File: src/hw/pab_pkg.sv
// Constants for the port A/B override block and its register map
// Summary of operation
// Global pull-up disable set turns every port pull-up off
// Port A 7:4 carry LCD segments 3:0, 3:0 carry commons 3:0
// LCD enabled: port A 7:4 pull-up, driver and input forced off
// Port A 3..1 overridden when duty field exceeds 2,1,0; bit 0 always
// Port B 7:4 output timer compares when direction bit set
// Same pins carry the timer PWM waveform in PWM modes
// SPI master forces port B bit 3 to input; slave follows direction
// SPI slave forces port B bit 2 to input; master follows direction
// SPI slave forces port B bit 1 to input; master follows direction
// Forced SPI input pins keep pull-up under their output bit
// Port B 7:1 feed pin-change sources 15:9 with digital input
// Pull-up override wins; else pull-up on when dir,out,off = 0,1,0
// Direction override value replaces direction bit when enabled
// Input gate override value wins over sleep state when enabled
// Port B bit 0 is the active-low SPI slave select input
// Without overrides a pin is a plain general-purpose I/O
// Unused control bits read zero; implemented bits reset to zero
package pab_pkg;
  localparam int PAB_AW = 2;
  // Word addresses of the registers
  localparam logic [1:0] PAB_ADDR_CTRL = 2'h0;
  localparam logic [1:0] PAB_ADDR_LCD = 2'h1;
  localparam logic [1:0] PAB_ADDR_SPI = 2'h2;
  localparam logic [1:0] PAB_ADDR_STAT = 2'h3;
  // Control register fields
  localparam int PAB_BIT_JTD = 7;
  localparam int PAB_BIT_PUOFF = 4;
  localparam int PAB_BIT_IVSEL = 1;
  localparam int PAB_BIT_IVCE = 0;
  localparam logic [7:0] PAB_CTRL_MASK = 8'h93;
  localparam logic [7:0] PAB_CTRL_RST = 8'h00;
  // LCD register fields
  localparam int PAB_BIT_LCD_ENABLE = 7;
  localparam int PAB_LCD_DUTY_LSB = 0;
  localparam logic [7:0] PAB_LCD_MASK = 8'h83;
  // SPI mode register fields
  localparam int PAB_BIT_SPE = 1;
  localparam int PAB_BIT_SPI_MASTER_SELECT = 0;
  localparam logic [7:0] PAB_SPI_MASK = 8'h03;
  localparam logic [31:0] PAB_UNMAPPED = 32'h0000_0000;
  // Port B pin positions
  localparam int PAB_MISO = 3;
  localparam int PAB_MOSI = 2;
  localparam int PAB_SCK = 1;
  localparam int PAB_SS = 0;
endpackage : pab_pkg

File: src/hw/pab_pin.sv
// One pad cell: override muxing and two-flop input synchroniser
`timescale 1ns/1ps
module pab_pin (
  input wire logic clock,
  input wire logic rst_n,
  input wire logic pin_direction_bit,
  input wire logic pin_output_bit,
  input wire logic global_pullup_off,
  input wire logic sleep,
  input wire logic pullup_override_en,
  input wire logic pullup_override_val,
  input wire logic dir_override_en,
  input wire logic dir_override_val,
  input wire logic value_override_en,
  input wire logic value_override_val,
  input wire logic input_gate_override_en,
  input wire logic input_gate_override_val,
  input wire logic pad_in,
  output logic pad_out_q,
  output logic pad_oe_q,
  output logic pullup_q,
  output logic sync_q
);
  logic pu_d;
  logic oe_d;
  logic out_d;
  logic die_d;
  logic meta_q;
  logic hold_q;

  // Override muxes for one pad
  always_comb begin
    pu_d = pullup_override_en ? pullup_override_val
         : (!pin_direction_bit && pin_output_bit
            && !global_pullup_off);
    oe_d = dir_override_en ? dir_override_val
         : pin_direction_bit;
    out_d = value_override_en ? value_override_val
          : pin_output_bit;
    die_d = input_gate_override_en ? input_gate_override_val
          : !sleep;
  end

  // Registered pad controls
  always_ff @(posedge clock or negedge rst_n) begin
    if (!rst_n) begin
      pad_out_q <= 1'b0;
      pad_oe_q <= 1'b0;
      pullup_q <= 1'b0;
    end else begin
      pad_out_q <= out_d;
      pad_oe_q <= oe_d;
      pullup_q <= pu_d;
    end
  end

  // Two-flop synchroniser, then the gate; gated input reads zero
  always_ff @(posedge clock or negedge rst_n) begin
    if (!rst_n) begin
      meta_q <= 1'b0;
      hold_q <= 1'b0;
      sync_q <= 1'b0;
    end else begin
      meta_q <= pad_in;
      hold_q <= meta_q;
      sync_q <= hold_q & die_d;
    end
  end
endmodule : pab_pin

File: src/hw/pab_top.sv
// Port A/B pin override block with Avalon-MM control registers
//
// The implementer's own choices: the Avalon-MM interface to the registers and the address map.
`timescale 1ns/1ps
module pab_top
  import pab_pkg::*;
(
  input wire logic clock,
  input wire logic rst_n,
  input wire logic [1:0] avs_address,
  input wire logic avs_read,
  input wire logic avs_write,
  input wire logic [31:0] avs_writedata,
  input wire logic [3:0] avs_byteenable,
  output logic [31:0] avs_readdata,
  output logic avs_waitrequest,
  input wire logic [7:0] porta_dir,
  input wire logic [7:0] porta_out,
  input wire logic [7:0] portb_dir,
  input wire logic [7:0] portb_out,
  input wire logic sleep,
  input wire logic [7:0] pin_change_mask,
  input wire logic pin_change_group_enable,
  input wire logic t2_compare_a_en,
  input wire logic t2_compare_a_out,
  input wire logic t1_compare_b_en,
  input wire logic t1_compare_b_out,
  input wire logic t1_compare_a_en,
  input wire logic t1_compare_a_out,
  input wire logic t0_compare_a_en,
  input wire logic t0_compare_a_out,
  input wire logic spi_slave_out,
  input wire logic spi_master_out,
  input wire logic spi_sck_out,
  input wire logic [3:0] lcd_segment_line,
  input wire logic [3:0] lcd_common_line,
  input wire logic [7:0] porta_pad_in,
  input wire logic [7:0] portb_pad_in,
  output logic [7:0] porta_pad_out,
  output logic [7:0] porta_pad_oe,
  output logic [7:0] porta_pullup,
  output logic [7:0] porta_analog_en,
  output logic [7:0] porta_analog_out,
  output logic [7:0] portb_pad_out,
  output logic [7:0] portb_pad_oe,
  output logic [7:0] portb_pullup,
  output logic [7:0] porta_in,
  output logic [7:0] portb_in,
  output logic [7:1] pin_change_source,
  output logic spi_master_in,
  output logic spi_slave_in,
  output logic spi_sck_in,
  output logic spi_slave_select_n
);
  // Register state and decoded controls
  logic [7:0] ctrl_q;
  logic [7:0] lcd_q;
  logic [7:0] spi_q;
  logic wr_en;
  logic global_pullup_off;
  logic lcd_enable;
  logic [1:0] lcd_duty_select;
  logic spi_enable_bit;
  logic spi_master_select;
  logic spi_m;
  logic spi_s;
  logic [7:0] a_ovr;
  logic [7:0] b_pullup_override_en;
  logic [7:0] b_pullup_override_val;
  logic [7:0] b_dir_override_en;
  logic [7:0] b_value_override_en;
  logic [7:0] b_value_override_val;
  logic [7:0] b_input_gate_override_en;
  logic [7:0] a_sync;
  logic [7:0] b_sync;
  logic [7:0] a_ana_d;
  logic [7:0] a_aout_d;
  logic [7:0] stat_d;
  logic [31:0] rdata_d;

  // Register fields and SPI mode decode
  assign global_pullup_off = ctrl_q[PAB_BIT_PUOFF];
  assign lcd_enable = lcd_q[PAB_BIT_LCD_ENABLE];
  assign lcd_duty_select = lcd_q[PAB_LCD_DUTY_LSB +: 2];
  assign spi_enable_bit = spi_q[PAB_BIT_SPE];
  assign spi_master_select = spi_q[PAB_BIT_SPI_MASTER_SELECT];
  assign spi_m = spi_enable_bit & spi_master_select;
  assign spi_s = spi_enable_bit & !spi_master_select;

  // Bus slave: one wait cycle, then waitrequest low for one cycle
  always_ff @(posedge clock or negedge rst_n) begin
    if (!rst_n) begin
      avs_waitrequest <= 1'b1;
    end else begin
      avs_waitrequest <= !((avs_read | avs_write) & avs_waitrequest);
    end
  end

  // Write lands at the edge where waitrequest is sampled low
  assign wr_en = avs_write && !avs_waitrequest && avs_byteenable[0];

  // Control register, masked to implemented bits
  always_ff @(posedge clock or negedge rst_n) begin
    if (!rst_n) begin
      ctrl_q <= PAB_CTRL_RST;
    end else if (wr_en && (avs_address == PAB_ADDR_CTRL)) begin
      ctrl_q <= avs_writedata[7:0] & PAB_CTRL_MASK;
    end
  end

  // LCD register, enable and duty field
  always_ff @(posedge clock or negedge rst_n) begin
    if (!rst_n) begin
      lcd_q <= PAB_CTRL_RST;
    end else if (wr_en && (avs_address == PAB_ADDR_LCD)) begin
      lcd_q <= avs_writedata[7:0] & PAB_LCD_MASK;
    end
  end

  // SPI mode register, enable and master select
  always_ff @(posedge clock or negedge rst_n) begin
    if (!rst_n) begin
      spi_q <= PAB_CTRL_RST;
    end else if (wr_en && (avs_address == PAB_ADDR_SPI)) begin
      spi_q <= avs_writedata[7:0] & PAB_SPI_MASK;
    end
  end

  // Status: pins' synchronised input values of port B
  assign stat_d = b_sync;

  // Read data mux over the four registers
  always_comb begin
    if (avs_address == PAB_ADDR_CTRL) begin
      rdata_d = {24'h000000, ctrl_q};
    end else if (avs_address == PAB_ADDR_LCD) begin
      rdata_d = {24'h000000, lcd_q};
    end else if (avs_address == PAB_ADDR_SPI) begin
      rdata_d = {24'h000000, spi_q};
    end else if (avs_address == PAB_ADDR_STAT) begin
      rdata_d = {24'h000000, stat_d};
    end else begin
      rdata_d = PAB_UNMAPPED;
    end
  end

  // Read data captured in the wait cycle, stands when waitrequest drops
  always_ff @(posedge clock or negedge rst_n) begin
    if (!rst_n) begin
      avs_readdata <= PAB_UNMAPPED;
    end else begin
      avs_readdata <= rdata_d;
    end
  end

  // Port A LCD override enables per pin
  always_comb begin
    a_ovr[7:4] = {4{lcd_enable}};
    a_ovr[3] = lcd_enable && (lcd_duty_select > 2'h2);
    a_ovr[2] = lcd_enable && (lcd_duty_select > 2'h1);
    a_ovr[1] = lcd_enable && (lcd_duty_select > 2'h0);
    a_ovr[0] = lcd_enable;
  end

  // Port B override enables and values
  always_comb begin
    b_pullup_override_en = '0;
    b_pullup_override_val = '0;
    b_dir_override_en = '0;
    b_value_override_en = {t2_compare_a_en, t1_compare_b_en, t1_compare_a_en,
              t0_compare_a_en, 4'h0};
    b_value_override_val = {t2_compare_a_out, t1_compare_b_out, t1_compare_a_out,
              t0_compare_a_out, 4'h0};
    // Master drives MOSI and SCK, slave drives MISO
    b_dir_override_en[PAB_MISO] = spi_m;
    b_dir_override_en[PAB_MOSI] = spi_s;
    b_dir_override_en[PAB_SCK] = spi_s;
    b_dir_override_en[PAB_SS] = spi_s;
    b_value_override_en[PAB_MISO] = spi_s;
    b_value_override_val[PAB_MISO] = spi_slave_out;
    b_value_override_en[PAB_MOSI] = spi_m;
    b_value_override_val[PAB_MOSI] = spi_master_out;
    b_value_override_en[PAB_SCK] = spi_m;
    b_value_override_val[PAB_SCK] = spi_sck_out;
    // Forced SPI inputs keep a pull-up under their output bit
    b_pullup_override_en[PAB_MISO] = spi_m;
    b_pullup_override_en[PAB_MOSI] = spi_s;
    b_pullup_override_en[PAB_SCK] = spi_s;
    b_pullup_override_en[PAB_SS] = spi_s;
    b_pullup_override_val[PAB_MISO:PAB_SS] = portb_out[PAB_MISO:PAB_SS]
                            & {4{!global_pullup_off}};
    // Pin-change enables keep inputs alive in sleep
    b_input_gate_override_en = pin_change_mask & {8{pin_change_group_enable}};
  end

  // Analog pad path for LCD lines
  always_comb begin
    a_ana_d = a_ovr;
    a_aout_d = {lcd_segment_line, lcd_common_line};
  end

  // LCD analog enables per pin
  always_ff @(posedge clock or negedge rst_n) begin
    if (!rst_n) begin
      porta_analog_en <= 8'h00;
    end else begin
      porta_analog_en <= a_ana_d;
    end
  end

  // LCD drive levels onto the pads
  always_ff @(posedge clock or negedge rst_n) begin
    if (!rst_n) begin
      porta_analog_out <= 8'h00;
    end else begin
      porta_analog_out <= a_aout_d;
    end
  end

  // One pad cell per pin for both ports
  for (genvar i = 0; i < 8; i++) begin : g_pin
    pab_pin u_a (
      .clock(clock),
      .rst_n(rst_n),
      .pin_direction_bit(porta_dir[i]),
      .pin_output_bit(porta_out[i]),
      .global_pullup_off(global_pullup_off),
      .sleep(sleep),
      .pullup_override_en(a_ovr[i]),
      .pullup_override_val(1'b0),
      .dir_override_en(a_ovr[i]),
      .dir_override_val(1'b0),
      .value_override_en(1'b0),
      .value_override_val(1'b0),
      .input_gate_override_en(a_ovr[i]),
      .input_gate_override_val(1'b0),
      .pad_in(porta_pad_in[i]),
      .pad_out_q(porta_pad_out[i]),
      .pad_oe_q(porta_pad_oe[i]),
      .pullup_q(porta_pullup[i]),
      .sync_q(a_sync[i])
    );
    pab_pin u_b (
      .clock(clock),
      .rst_n(rst_n),
      .pin_direction_bit(portb_dir[i]),
      .pin_output_bit(portb_out[i]),
      .global_pullup_off(global_pullup_off),
      .sleep(sleep),
      .pullup_override_en(b_pullup_override_en[i]),
      .pullup_override_val(b_pullup_override_val[i]),
      .dir_override_en(b_dir_override_en[i]),
      .dir_override_val(1'b0),
      .value_override_en(b_value_override_en[i]),
      .value_override_val(b_value_override_val[i]),
      .input_gate_override_en(b_input_gate_override_en[i]),
      .input_gate_override_val(1'b1),
      .pad_in(portb_pad_in[i]),
      .pad_out_q(portb_pad_out[i]),
      .pad_oe_q(portb_pad_oe[i]),
      .pullup_q(portb_pullup[i]),
      .sync_q(b_sync[i])
    );
  end

  // Gated port inputs towards the core
  always_ff @(posedge clock or negedge rst_n) begin
    if (!rst_n) begin
      porta_in <= 8'h00;
      portb_in <= 8'h00;
    end else begin
      porta_in <= a_sync;
      portb_in <= b_sync;
    end
  end

  // Pin-change sources from port B bits 7 to 1
  always_ff @(posedge clock or negedge rst_n) begin
    if (!rst_n) begin
      pin_change_source <= 7'h00;
    end else begin
      pin_change_source <= b_sync[7:1];
    end
  end

  // SPI data and clock inputs
  always_ff @(posedge clock or negedge rst_n) begin
    if (!rst_n) begin
      spi_master_in <= 1'b0;
      spi_slave_in <= 1'b0;
      spi_sck_in <= 1'b0;
    end else begin
      spi_master_in <= b_sync[PAB_MISO];
      spi_slave_in <= b_sync[PAB_MOSI];
      spi_sck_in <= b_sync[PAB_SCK];
    end
  end

  // Slave select, idle high out of reset
  always_ff @(posedge clock or negedge rst_n) begin
    if (!rst_n) begin
      spi_slave_select_n <= 1'b1;
    end else begin
      spi_slave_select_n <= b_sync[PAB_SS];
    end
  end
endmodule : pab_top
File: config.mk
export PLATFORM = sky130hd
export DESIGN_NAME = pab_top
export DESIGN_NICKNAME = d
export VERILOG_FILES = /design/src/hw/pab_pkg.sv /design/src/hw/pab_pin.sv /design/src/hw/pab_top.sv
export SDC_FILE = /design/constraint.sdc
export NUM_CORES = 1
export LEC_CHECK = 0
export ABC_AREA = 1
export BUFFER_PORTS_ARGS = -buffer_cell sky130_fd_sc_hd__buf_2
export CAP_MARGIN = 20
export CORE_MARGIN = 1
export CORE_UTILIZATION = 46
export DETAILED_ROUTE_END_ITERATION = 6
export PLACE_DENSITY = 0.86
export SYNTH_ARGS = -nofsm -noshare
export SYNTH_HDL_FRONTEND = slang
export SYNTH_SLANG_ARGS = --single-unit
File: constraint.sdc
create_clock -name clock -period 2.29 [get_ports clock]
set_clock_uncertainty 0.05 [all_clocks]
set_input_delay 0.1145 -clock clock [delete_from_list [all_inputs] [get_ports clock]]
set_output_delay 0.1145 -clock clock [all_outputs]
set_load 0.005 [all_outputs]
After elaboration in Yosys (flattened, before gate mapping)
Cells that the tools add are included.
{"block": "op_classes", "n_eq_ne": 3, "n_reduce_logical": 62, "muxes": 47, "n_lt_le_gt_ge": 3, "bitwise": 22}
{"op": "$mux 32", "n": 3}
{"op": "$mux 1", "n": 43}
{"op": "$logic_and 1x1->1", "n": 40}
{"op": "$logic_not 1->1", "n": 21}
{"op": "$and 1x1->1", "n": 19}
{"op": "$and 8x8->8", "n": 1}
{"op": "$mux 8", "n": 1}
{"op": "$and 4x4->4", "n": 1}
{"op": "$eq 2x2->1 const B", "n": 2}
{"op": "$gt 2x1->1 const B", "n": 2}
{"op": "$eq 2x1->1 const B", "n": 1}
{"op": "$gt 2x2->1 const B", "n": 1}
{"op": "$logic_not 2->1", "n": 1}
{"op": "$or 1x1->1", "n": 1}
{"block": "word_totals", "wordCells": 247, "register_bits": 178, "input_bits": 119, "output_inout_bits": 124}

Depth between registers and ports, before layout
Gate-level depths: netlist (run 1).
{"block": "depth", "depth_word": 5, "mapped_depth": 6, "ltp_nobuf": 5}

Cells and area by module
Synthesis (run 1) repeated with hierarchy kept, for this count alone.
{"block": "hier_totals", "cells_unflattened": 542, "hier_area_um2": 5370.2}
{"module": "pab_pin", "seq_area_each_um2": 150.1, "cells_each": 22, "instances": 16, "area_each_um2": 212.7}
{"module": "pab_top", "seq_area_each_um2": 1178.6, "cells_each": 190, "instances": 1, "area_each_um2": 1966.9}

Worst setup path after synthesis (run 1)
Ideal clock, no wire load.
{"block": "synth_path", "path_type": "reg2reg", "startpoint": "reg avs_waitrequest", "endpoint": "reg lcd_q[1]", "arrival_ns": 0.825, "path_stages_with_launch": 5, "setup_time_ns": 0.117, "required_ns": 2.123, "slack_ns": 1.298, "period_less_slack_ns": 0.992, "path_buffers": 1, "cell_sequence": "dfstp_2 > nor2_4 > buf_6 > nand3_1 > nand2_1"}
{"block": "synth_via", "elab_chain_cells": 4}
{"element": "from (decl)", "line_no": "pab_top.sv:16", "rtl": "output logic avs_waitrequest,"}
{"element": "from (signal assigned)", "line_no": "pab_top.sv:95", "rtl": "avs_waitrequest <= !((avs_read | avs_write) & avs_waitrequest);"}
{"element": "$logic_not 1->1", "line_no": "pab_top.sv:100", "rtl": "assign wr_en = avs_write && !avs_waitrequest && avs_byteenable[0];"}
{"element": "$logic_and 1x1->1 (2 in series)", "line_no": "pab_top.sv:100"}
{"element": "$logic_and 1x1->1", "line_no": "pab_top.sv:115", "rtl": "end else if (wr_en && (avs_address == PAB_ADDR_LCD)) begin"}
{"element": "to (signal assigned)", "line_no": "pab_top.sv:116", "rtl": "lcd_q <= avs_writedata[7:0] & PAB_LCD_MASK;"}
{"element": "to (decl)", "line_no": "pab_top.sv:57", "rtl": "logic [7:0] lcd_q;"}
No other way between the ends.
A chain may end at the register's enable or synchronous reset.

Worst setup path after layout (run 1)
{"block": "layout_path", "startpoint": "in avs_byteenable[0]", "endpoint": "reg lcd_q[7]"}
{"block": "layout_via", "elab_chain_cells": 2}
{"element": "from (decl)", "line_no": "pab_top.sv:14", "rtl": "input wire logic [3:0] avs_byteenable,"}
{"element": "$logic_and 1x1->1", "line_no": "pab_top.sv:100"}
{"element": "$logic_and 1x1->1", "line_no": "pab_top.sv:115"}
No other way between the ends.

==> results.sh, run 1 <==
export IMPL_grt_pass1_wl_um=17700
export IMPL_grt_max_degree=64
export IMPL_hp_class="primary input to async pin"
export IMPL_drc=0
export IMPL_grt_remaining_overflow=0
export IMPL_worst_pin_slew_ns=0.502
export IMPL_tritoncts="done"
export IMPL_finalHoldViolations=0
export IMPL_globalplace_congestion=0.759
export IMPL_via_count=3569
export IMPL_clock_sinks=143
export IMPL_drive_gt1_share_pct=34.7
export IMPL_path_max_fanout=12
export IMPL_fin_cells=821
export IMPL_fin_nets=788
export IMPL_finalCritPeriodShare_pct=86.4
export IMPL_ys_seq_area_share_pct=69.7
export IMPL_dp_cells=681
export IMPL_mostFrequentLayoutCells="buf_2 (186), dfrtp_1 (141), dlygate4sd3_1 (109)"
export IMPL_avgRoutedWirePerCell_um=13.9
export IMPL_path_clk_slew_ns=0.06
export IMPL_ios=243
export IMPL_critical_path_required_ns=2.70
export IMPL_slew_headroom_pct=66.6
export IMPL_rows=38
export IMPL_grt_pass1_vias=3716
export IMPL_p_switching_mw=1.50
export IMPL_via_per_inst=4.35
export IMPL_p_seq_share_pct=45.3
export IMPL_final_max_slew_viol_count=0
export IMPL_post_cts_resize_count=0
export IMPL_drt_wl_total_um=11400
export IMPL_layout_commonest_cell="buf_2"
export IMPL_cts_path_max_buffers=2
export IMPL_fill_cells=772
export IMPL_yosysWarningCount=0
export IMPL_syn_instance_count=421
export IMPL_die_area_sq_um=11600
export IMPL_syn_area_sq_um=5130
export IMPL_fmax_mhz=505
export IMPL_antenna_found_initial=0
export IMPL_worstPathArrival_ns=2.38
export IMPL_p_sw_share_pct=23.5
export IMPL_htreeDepth=4
export IMPL_fin_crit_ns=1.98
export IMPL_die_y_um=108
export IMPL_insertion_delay_ns=0.51
export IMPL_setup_worst_path_class="primary input to flip-flop"
export IMPL_drt_initial_drc_count=109
export IMPL_rsz0062_at_grt="false"
export IMPL_end_kind="flip-flop"
export IMPL_die_w_um=108
export IMPL_p_int_mw=4.88
export IMPL_areaGrowthSynthToFinish_pct=43.3
export IMPL_critPathLaunchType="primary input"
export IMPL_setup_tns_ns=0
export IMPL_diodes=0
export IMPL_drt_pass1_iterations=4
export IMPL_drv_cap=0
export IMPL_hpwl_um=6770
export IMPL_ant_nets=0
export IMPL_leakagePower_nw=3.92
export IMPL_ys_ff_latch=143
export IMPL_start_util_pct=47.4
export IMPL_core_sq_um=10800
export IMPL_power_frac_comb_pct=12.0
export IMPL_root_buffer="clkbuf_8"
export IMPL_post_route_util_pct=67.9
export IMPL_avgSynthCellArea_sq_um=12.2
export IMPL_track_usage_pct=21.1
export IMPL_synth_cell_types=23
export IMPL_power_per_cell_area_nw_per_um2=868
export IMPL_numPortBuffers=187
export IMPL_setup_viol=0
export IMPL_vdd_drop_max_v=0.000589
export IMPL_clock_power_share_pct=42.6
export IMPL_status="finished, final reports clean"
export IMPL_power_total_mw=6.38
export IMPL_numCtsBuffers=17
export IMPL_reg2reg_depth=5
layout make-up:
type	count	area [sq um]	share of cell area, %
Timing Repair Buffer	298	2060	28.0
Tap cell	140	175	2.38
Inverter	36	143	1.94
Sequential cell	143	3580	48.7
Multi-Input combinational cell	173	801	10.9
Clock buffer	21	459	6.24
Clock inverter	10	136	1.85
critical path, stage by stage:
cell           delay, ns
dlygate4sd3_1       0.52
buf_2               0.10
nand2_1             0.05
dlygate4sd3_1       0.58
nor2_4              0.25
nand3_1             0.12
dlygate4sd3_1       0.58
nand2_1             0.07
sequential cells by signal, summed over array words and instances, names as in the netlist:
register and flops:
avs_readdata 8, avs_waitrequest 1, ctrl_q 4, g_pin.u_a.hold_q 8
g_pin.u_a.meta_q 8, g_pin.u_a.pad_oe_q 8, g_pin.u_a.pad_out_q 8, g_pin.u_a.pullup_q 8
g_pin.u_a.sync_q 8, g_pin.u_b.hold_q 8, g_pin.u_b.meta_q 8, g_pin.u_b.pad_oe_q 8
g_pin.u_b.pad_out_q 8, g_pin.u_b.pullup_q 8, g_pin.u_b.sync_q 8, lcd_q 3
pin_change_source 6, porta_analog_en 4, porta_analog_out 8, porta_in 8
portb_in 2, spi_q 2, spi_slave_select_n 1
synth_stat cells, drive strengths merged:
cell,instances,share of area [%]
nand4,2,0.24
a21boi,8,1.2
inv,36,2.8
nand2,66,5.1
nand3,21,2.0
conb,1,0.073
nor2,41,4.1
nor3,4,0.39
buf,92,14
o21ai,7,0.76
dfrtp,141,69
dfstp,2,1.0
per-layer routing:
layer,global-route usage [%],vias to the layer above,wire (um)
met2,37.8,152,6100
met5,0,-,0
met4,8.90,0,208
li1,-,1670,-
met1,23.4,1726,4430
met3,5.75,21,652
power groups by stage:
stage | sequential (mW) | combinational (mW) | clock [mW]
floorplan | 2.89 | 0.452 | 0
global placement | 2.93 | 0.589 | 0
detailed placement | 2.94 | 0.607 | 0
CTS | 2.89 | 0.764 | 2.79
global route | 2.92 | 0.863 | 2.90
finish | 2.89 | 0.768 | 2.72
per-stage QoR:
step / setup slack [ns] / area, sq um / hold slack, ns
after floorplan: 1.30 / 5220 / -0.231
after global placement: 1.02 / 5670 / 0.0335
after detailed placement: 0.985 / 5670 / 0.0384
after CTS: 0.377 / 7360 / 0.0536
after global routing: 0.248 / 7360 / 0.111
final: 0.311 / 7360 / 0.0768
logic make-up (layout without fill, tap and decap cells):
group / Yosys count / count (layout) / synth area share (%)
and+or+nand+nor: 134 / 134 / 11.9
AOI/OAI and AO/OA: 15 / 15 / 1.93
DFF: 143 / 143 / 69.7
buffers and inverters: 128 / 365 / 16.4
other: 1 / 24 / 0.0730
repair_timing:
item,CTS,global route
hold buffers,109,0
hold endpoints to repair,236,0
buffers inserted,0,0
path summary, 6_finish.rpt:
path                                     start                endpoint  slack, ns
max                          avs_byteenable[0]                lcd_q[7]       0.31
min                                      rst_n  g_pin[5].u_b.pad_out_q       0.08
min reg2reg                g_pin[1].u_a.meta_q     g_pin[1].u_a.hold_q       0.30
max in group asynchronous                rst_n         avs_waitrequest       1.32
min in group clock             portb_pad_in[4]     g_pin[4].u_b.meta_q       0.19
max reg2reg                           spi_q[0]  g_pin[2].u_b.pad_out_q       0.76
Power figures use the tool's default switching activity.
==> inputs of run 2 (changes only) <==
Settings changed: ABC_AREA 1 to unset, PLACE_DENSITY 0.86 to 0.87, REMOVE_ABC_BUFFERS set to 1.
==> results.sh, run 2 <==
export IMPL_ios=243
export IMPL_fin_nets=692
export IMPL_layout_commonest_cell="buf_2"
export IMPL_setup_worst_path_class="primary input to flip-flop"
export IMPL_post_cts_resize_count=0
export IMPL_finalCritPeriodShare_pct=76.7
export IMPL_drt_wl_total_um=11200
export IMPL_rows=37
export IMPL_end_kind="flip-flop"
export IMPL_yosys_top_cells_area="dfrtp_1 (70%), buf_4 (13%), mux2_2 (3.6%), nor3b_1 (1.6%), nor4b_1 (1.4%)"
export IMPL_drive_gt1_share_pct=41.5
export IMPL_ys_seq_area_share_pct=71.5
export IMPL_root_buffer="clkbuf_8"
export IMPL_crit_buf_inv=4
export IMPL_synth_top_area_share_pct=70.5
export IMPL_drc=0
export IMPL_critical_path_required_ns=2.69
export IMPL_synth_area_leader_cell="dfrtp_1"
export IMPL_diodes=0
export IMPL_cp_slowest_cell="dlygate4sd3_1"
export IMPL_yosysMostFrequentCell="dfrtp_1"
export IMPL_post_cts_setup_buffers=0
export IMPL_track_usage_pct=21.2
export IMPL_syn_area_sq_um=5010
export IMPL_finalHoldViolations=0
export IMPL_syn_instance_count=329
export IMPL_ys_flop_type="dfrtp_1"
export IMPL_die_y_um=106
export IMPL_synth_edf_count=0
export IMPL_hp_class="primary input to flip-flop"
export IMPL_via_count=3280
export IMPL_status="finished, final reports clean"
export IMPL_hold_ws_ns=0.0573
export IMPL_ant_nets=0
export IMPL_drt_pass1_iterations=6
export IMPL_numPortBuffers=187
export IMPL_antenna_found_initial=0
export IMPL_worstPathArrival_ns=2.15
export IMPL_htreeDepth=4
export IMPL_core_sq_um=10400
export IMPL_grt_remaining_overflow=0
export IMPL_drt_initial_drc_count=113
export IMPL_cp_common_cell="dlygate4sd3_1"
export IMPL_path_cells="dlygate4sd3_1 > buf_2 > nand2_1 > dlygate4sd3_1 > a21boi_0 > dlygate4sd3_1"
export IMPL_clock_sinks=143
export IMPL_yosysWarningCount=0
export IMPL_fin_crit_ns=1.76
export IMPL_die_w_um=106
export IMPL_hpwl_um=6490
export IMPL_grt_pass1_vias=3421
export IMPL_start_util_pct=48.1
export IMPL_fin_cells=721
export IMPL_leakagePower_nw=3.66
export IMPL_critPathTopFamily="buffers and inverters"
export IMPL_cts_path_max_buffers=2
export IMPL_avgSynthCellArea_sq_um=15.2
export IMPL_areaGrowthSynthToFinish_pct=44.2
export IMPL_drv_cap=0
export IMPL_setup_viol=0
export IMPL_post_route_util_pct=69.3
export IMPL_globalplace_congestion=0.698
export IMPL_path_max_fanout=1
export IMPL_dp_cells=584
export IMPL_slew_headroom_pct=56.4
export IMPL_final_max_slew_viol_count=0
export IMPL_vdd_drop_max_v=0.000531
export IMPL_numCtsBuffers=17
export IMPL_synthTopCellsByCount="dfrtp_1 (141), buf_4 (88), mux2_2 (16), nand2_1 (11), nor3b_1 (11)"
export IMPL_die_area_sq_um=11300
export IMPL_tritoncts="done"
export IMPL_rsz0062_at_grt="false"
export IMPL_via_per_inst=4.55
export IMPL_worst_pin_slew_ns=0.654
export IMPL_mostFrequentLayoutCells="buf_2 (186), dfrtp_1 (141), dlygate4sd3_1 (106)"
export IMPL_critPathLaunchType="primary input"
export IMPL_avgRoutedWirePerCell_um=15.5
export IMPL_synth_cell_types=25
export IMPL_grt_pass1_wl_um=17500
export IMPL_insertion_delay_ns=0.51
export IMPL_power_per_cell_area_nw_per_um2=899
export IMPL_path_clk_slew_ns=0.06
export IMPL_setup_tns_ns=0
export IMPL_ys_ff_latch=143
export IMPL_grt_max_degree=67
export IMPL_async_flop_share_pct=100
export IMPL_fmax_mhz=569
export IMPL_cpPeakStageDelay_ns=0.58
export IMPL_hold_buffers=106
==> run 2: cell count changes in the layout (fill, tap and decap cells not counted), sizes merged, moves of 5 or more <==
cell	before	now
nand2	66	11
nor2	41	2
inv	36	0
nand3	21	2
mux2	0	16
nor3b	0	13
and2	0	10
nor2b	0	8
nor4b	0	8
and3	0	5
o21ai	7	2
==> run 2: report_power, final <==
| part | internal [mW] | switching (mW) | leakage (nW) | total, mW |
|---|---|---|---|---|
| sequential | 2.78 | 0.164 | 1.76 | 2.95 |
| clock | 1.81 | 0.982 | 0.297 | 2.79 |
| combinational | 0.441 | 0.314 | 1.61 | 0.754 |
==> run 2: routing by layer <==
layer  up-vias  share of wire, %  GRT usage (%)  wire (um)
met5         -                 0              0          0
met4         0               2.4           10.0        273
met3        23               6.6           5.33        736
met2       182                53           37.2       5900
met1      1618                38           24.1       4290
li1       1457                 -              -          -
==> run 2: area by class of cell <==
type,instances,area (sq um)
clock buffer,20,445
clock inverter,11,164
fill,645,3200
multi-input combinational,116,830
sequential,143,3580
tap,136,170
timing repair buffer,295,2030
==> run 2: path summary, 6_finish.rpt <==
| check | slack (ns) | endpoint | cells after the start | from |
|---|---|---|---|---|
| min in group asynchronous | 0.08 | g_pin[0].u_b.pad_oe_q | 2 | rst_n |
| max reg2reg | 0.63 | g_pin[3].u_b.pad_out_q | 3 | spi_q[0] |
| min reg2reg | 0.30 | porta_in[7] | 0 | g_pin[7].u_a.sync_q |
| max in group asynchronous | 1.39 | g_pin[0].u_a.sync_q | 3 | rst_n |
| min | 0.06 | lcd_q[1] | 4 | avs_byteenable[0] |
| max | 0.53 | g_pin[5].u_b.sync_q | 6 | pin_change_mask[5] |
==> run 2: tightest hold or removal path: cells and delay by family <==
family        cells  cell delay, ns
buf+inv           1            0.11
simple gates      2            0.14
mux               1            0.21
==> run 2: stage by stage <==
stage	power, mW	area [sq um]	worst slack (ns)
after floorplan	3.15	4410	0.987
after global placement	3.55	5550	0.952
after detailed placement	3.58	5550	0.829
after CTS	6.54	7220	0.627
after global routing	6.78	7220	0.474
final	6.49	7220	0.534
==> run 2: cell families (layout without fill, tap and decap cells) <==
kind of cell | after synthesis | count (layout) | synth area share [%]
other cells | 1 | 24 | 0.0749
simple gates | 62 | 62 | 8.52
buf+inv | 93 | 326 | 13.6
flops | 143 | 143 | 71.5
mux | 19 | 19 | 4.70
compound gates | 11 | 11 | 1.55
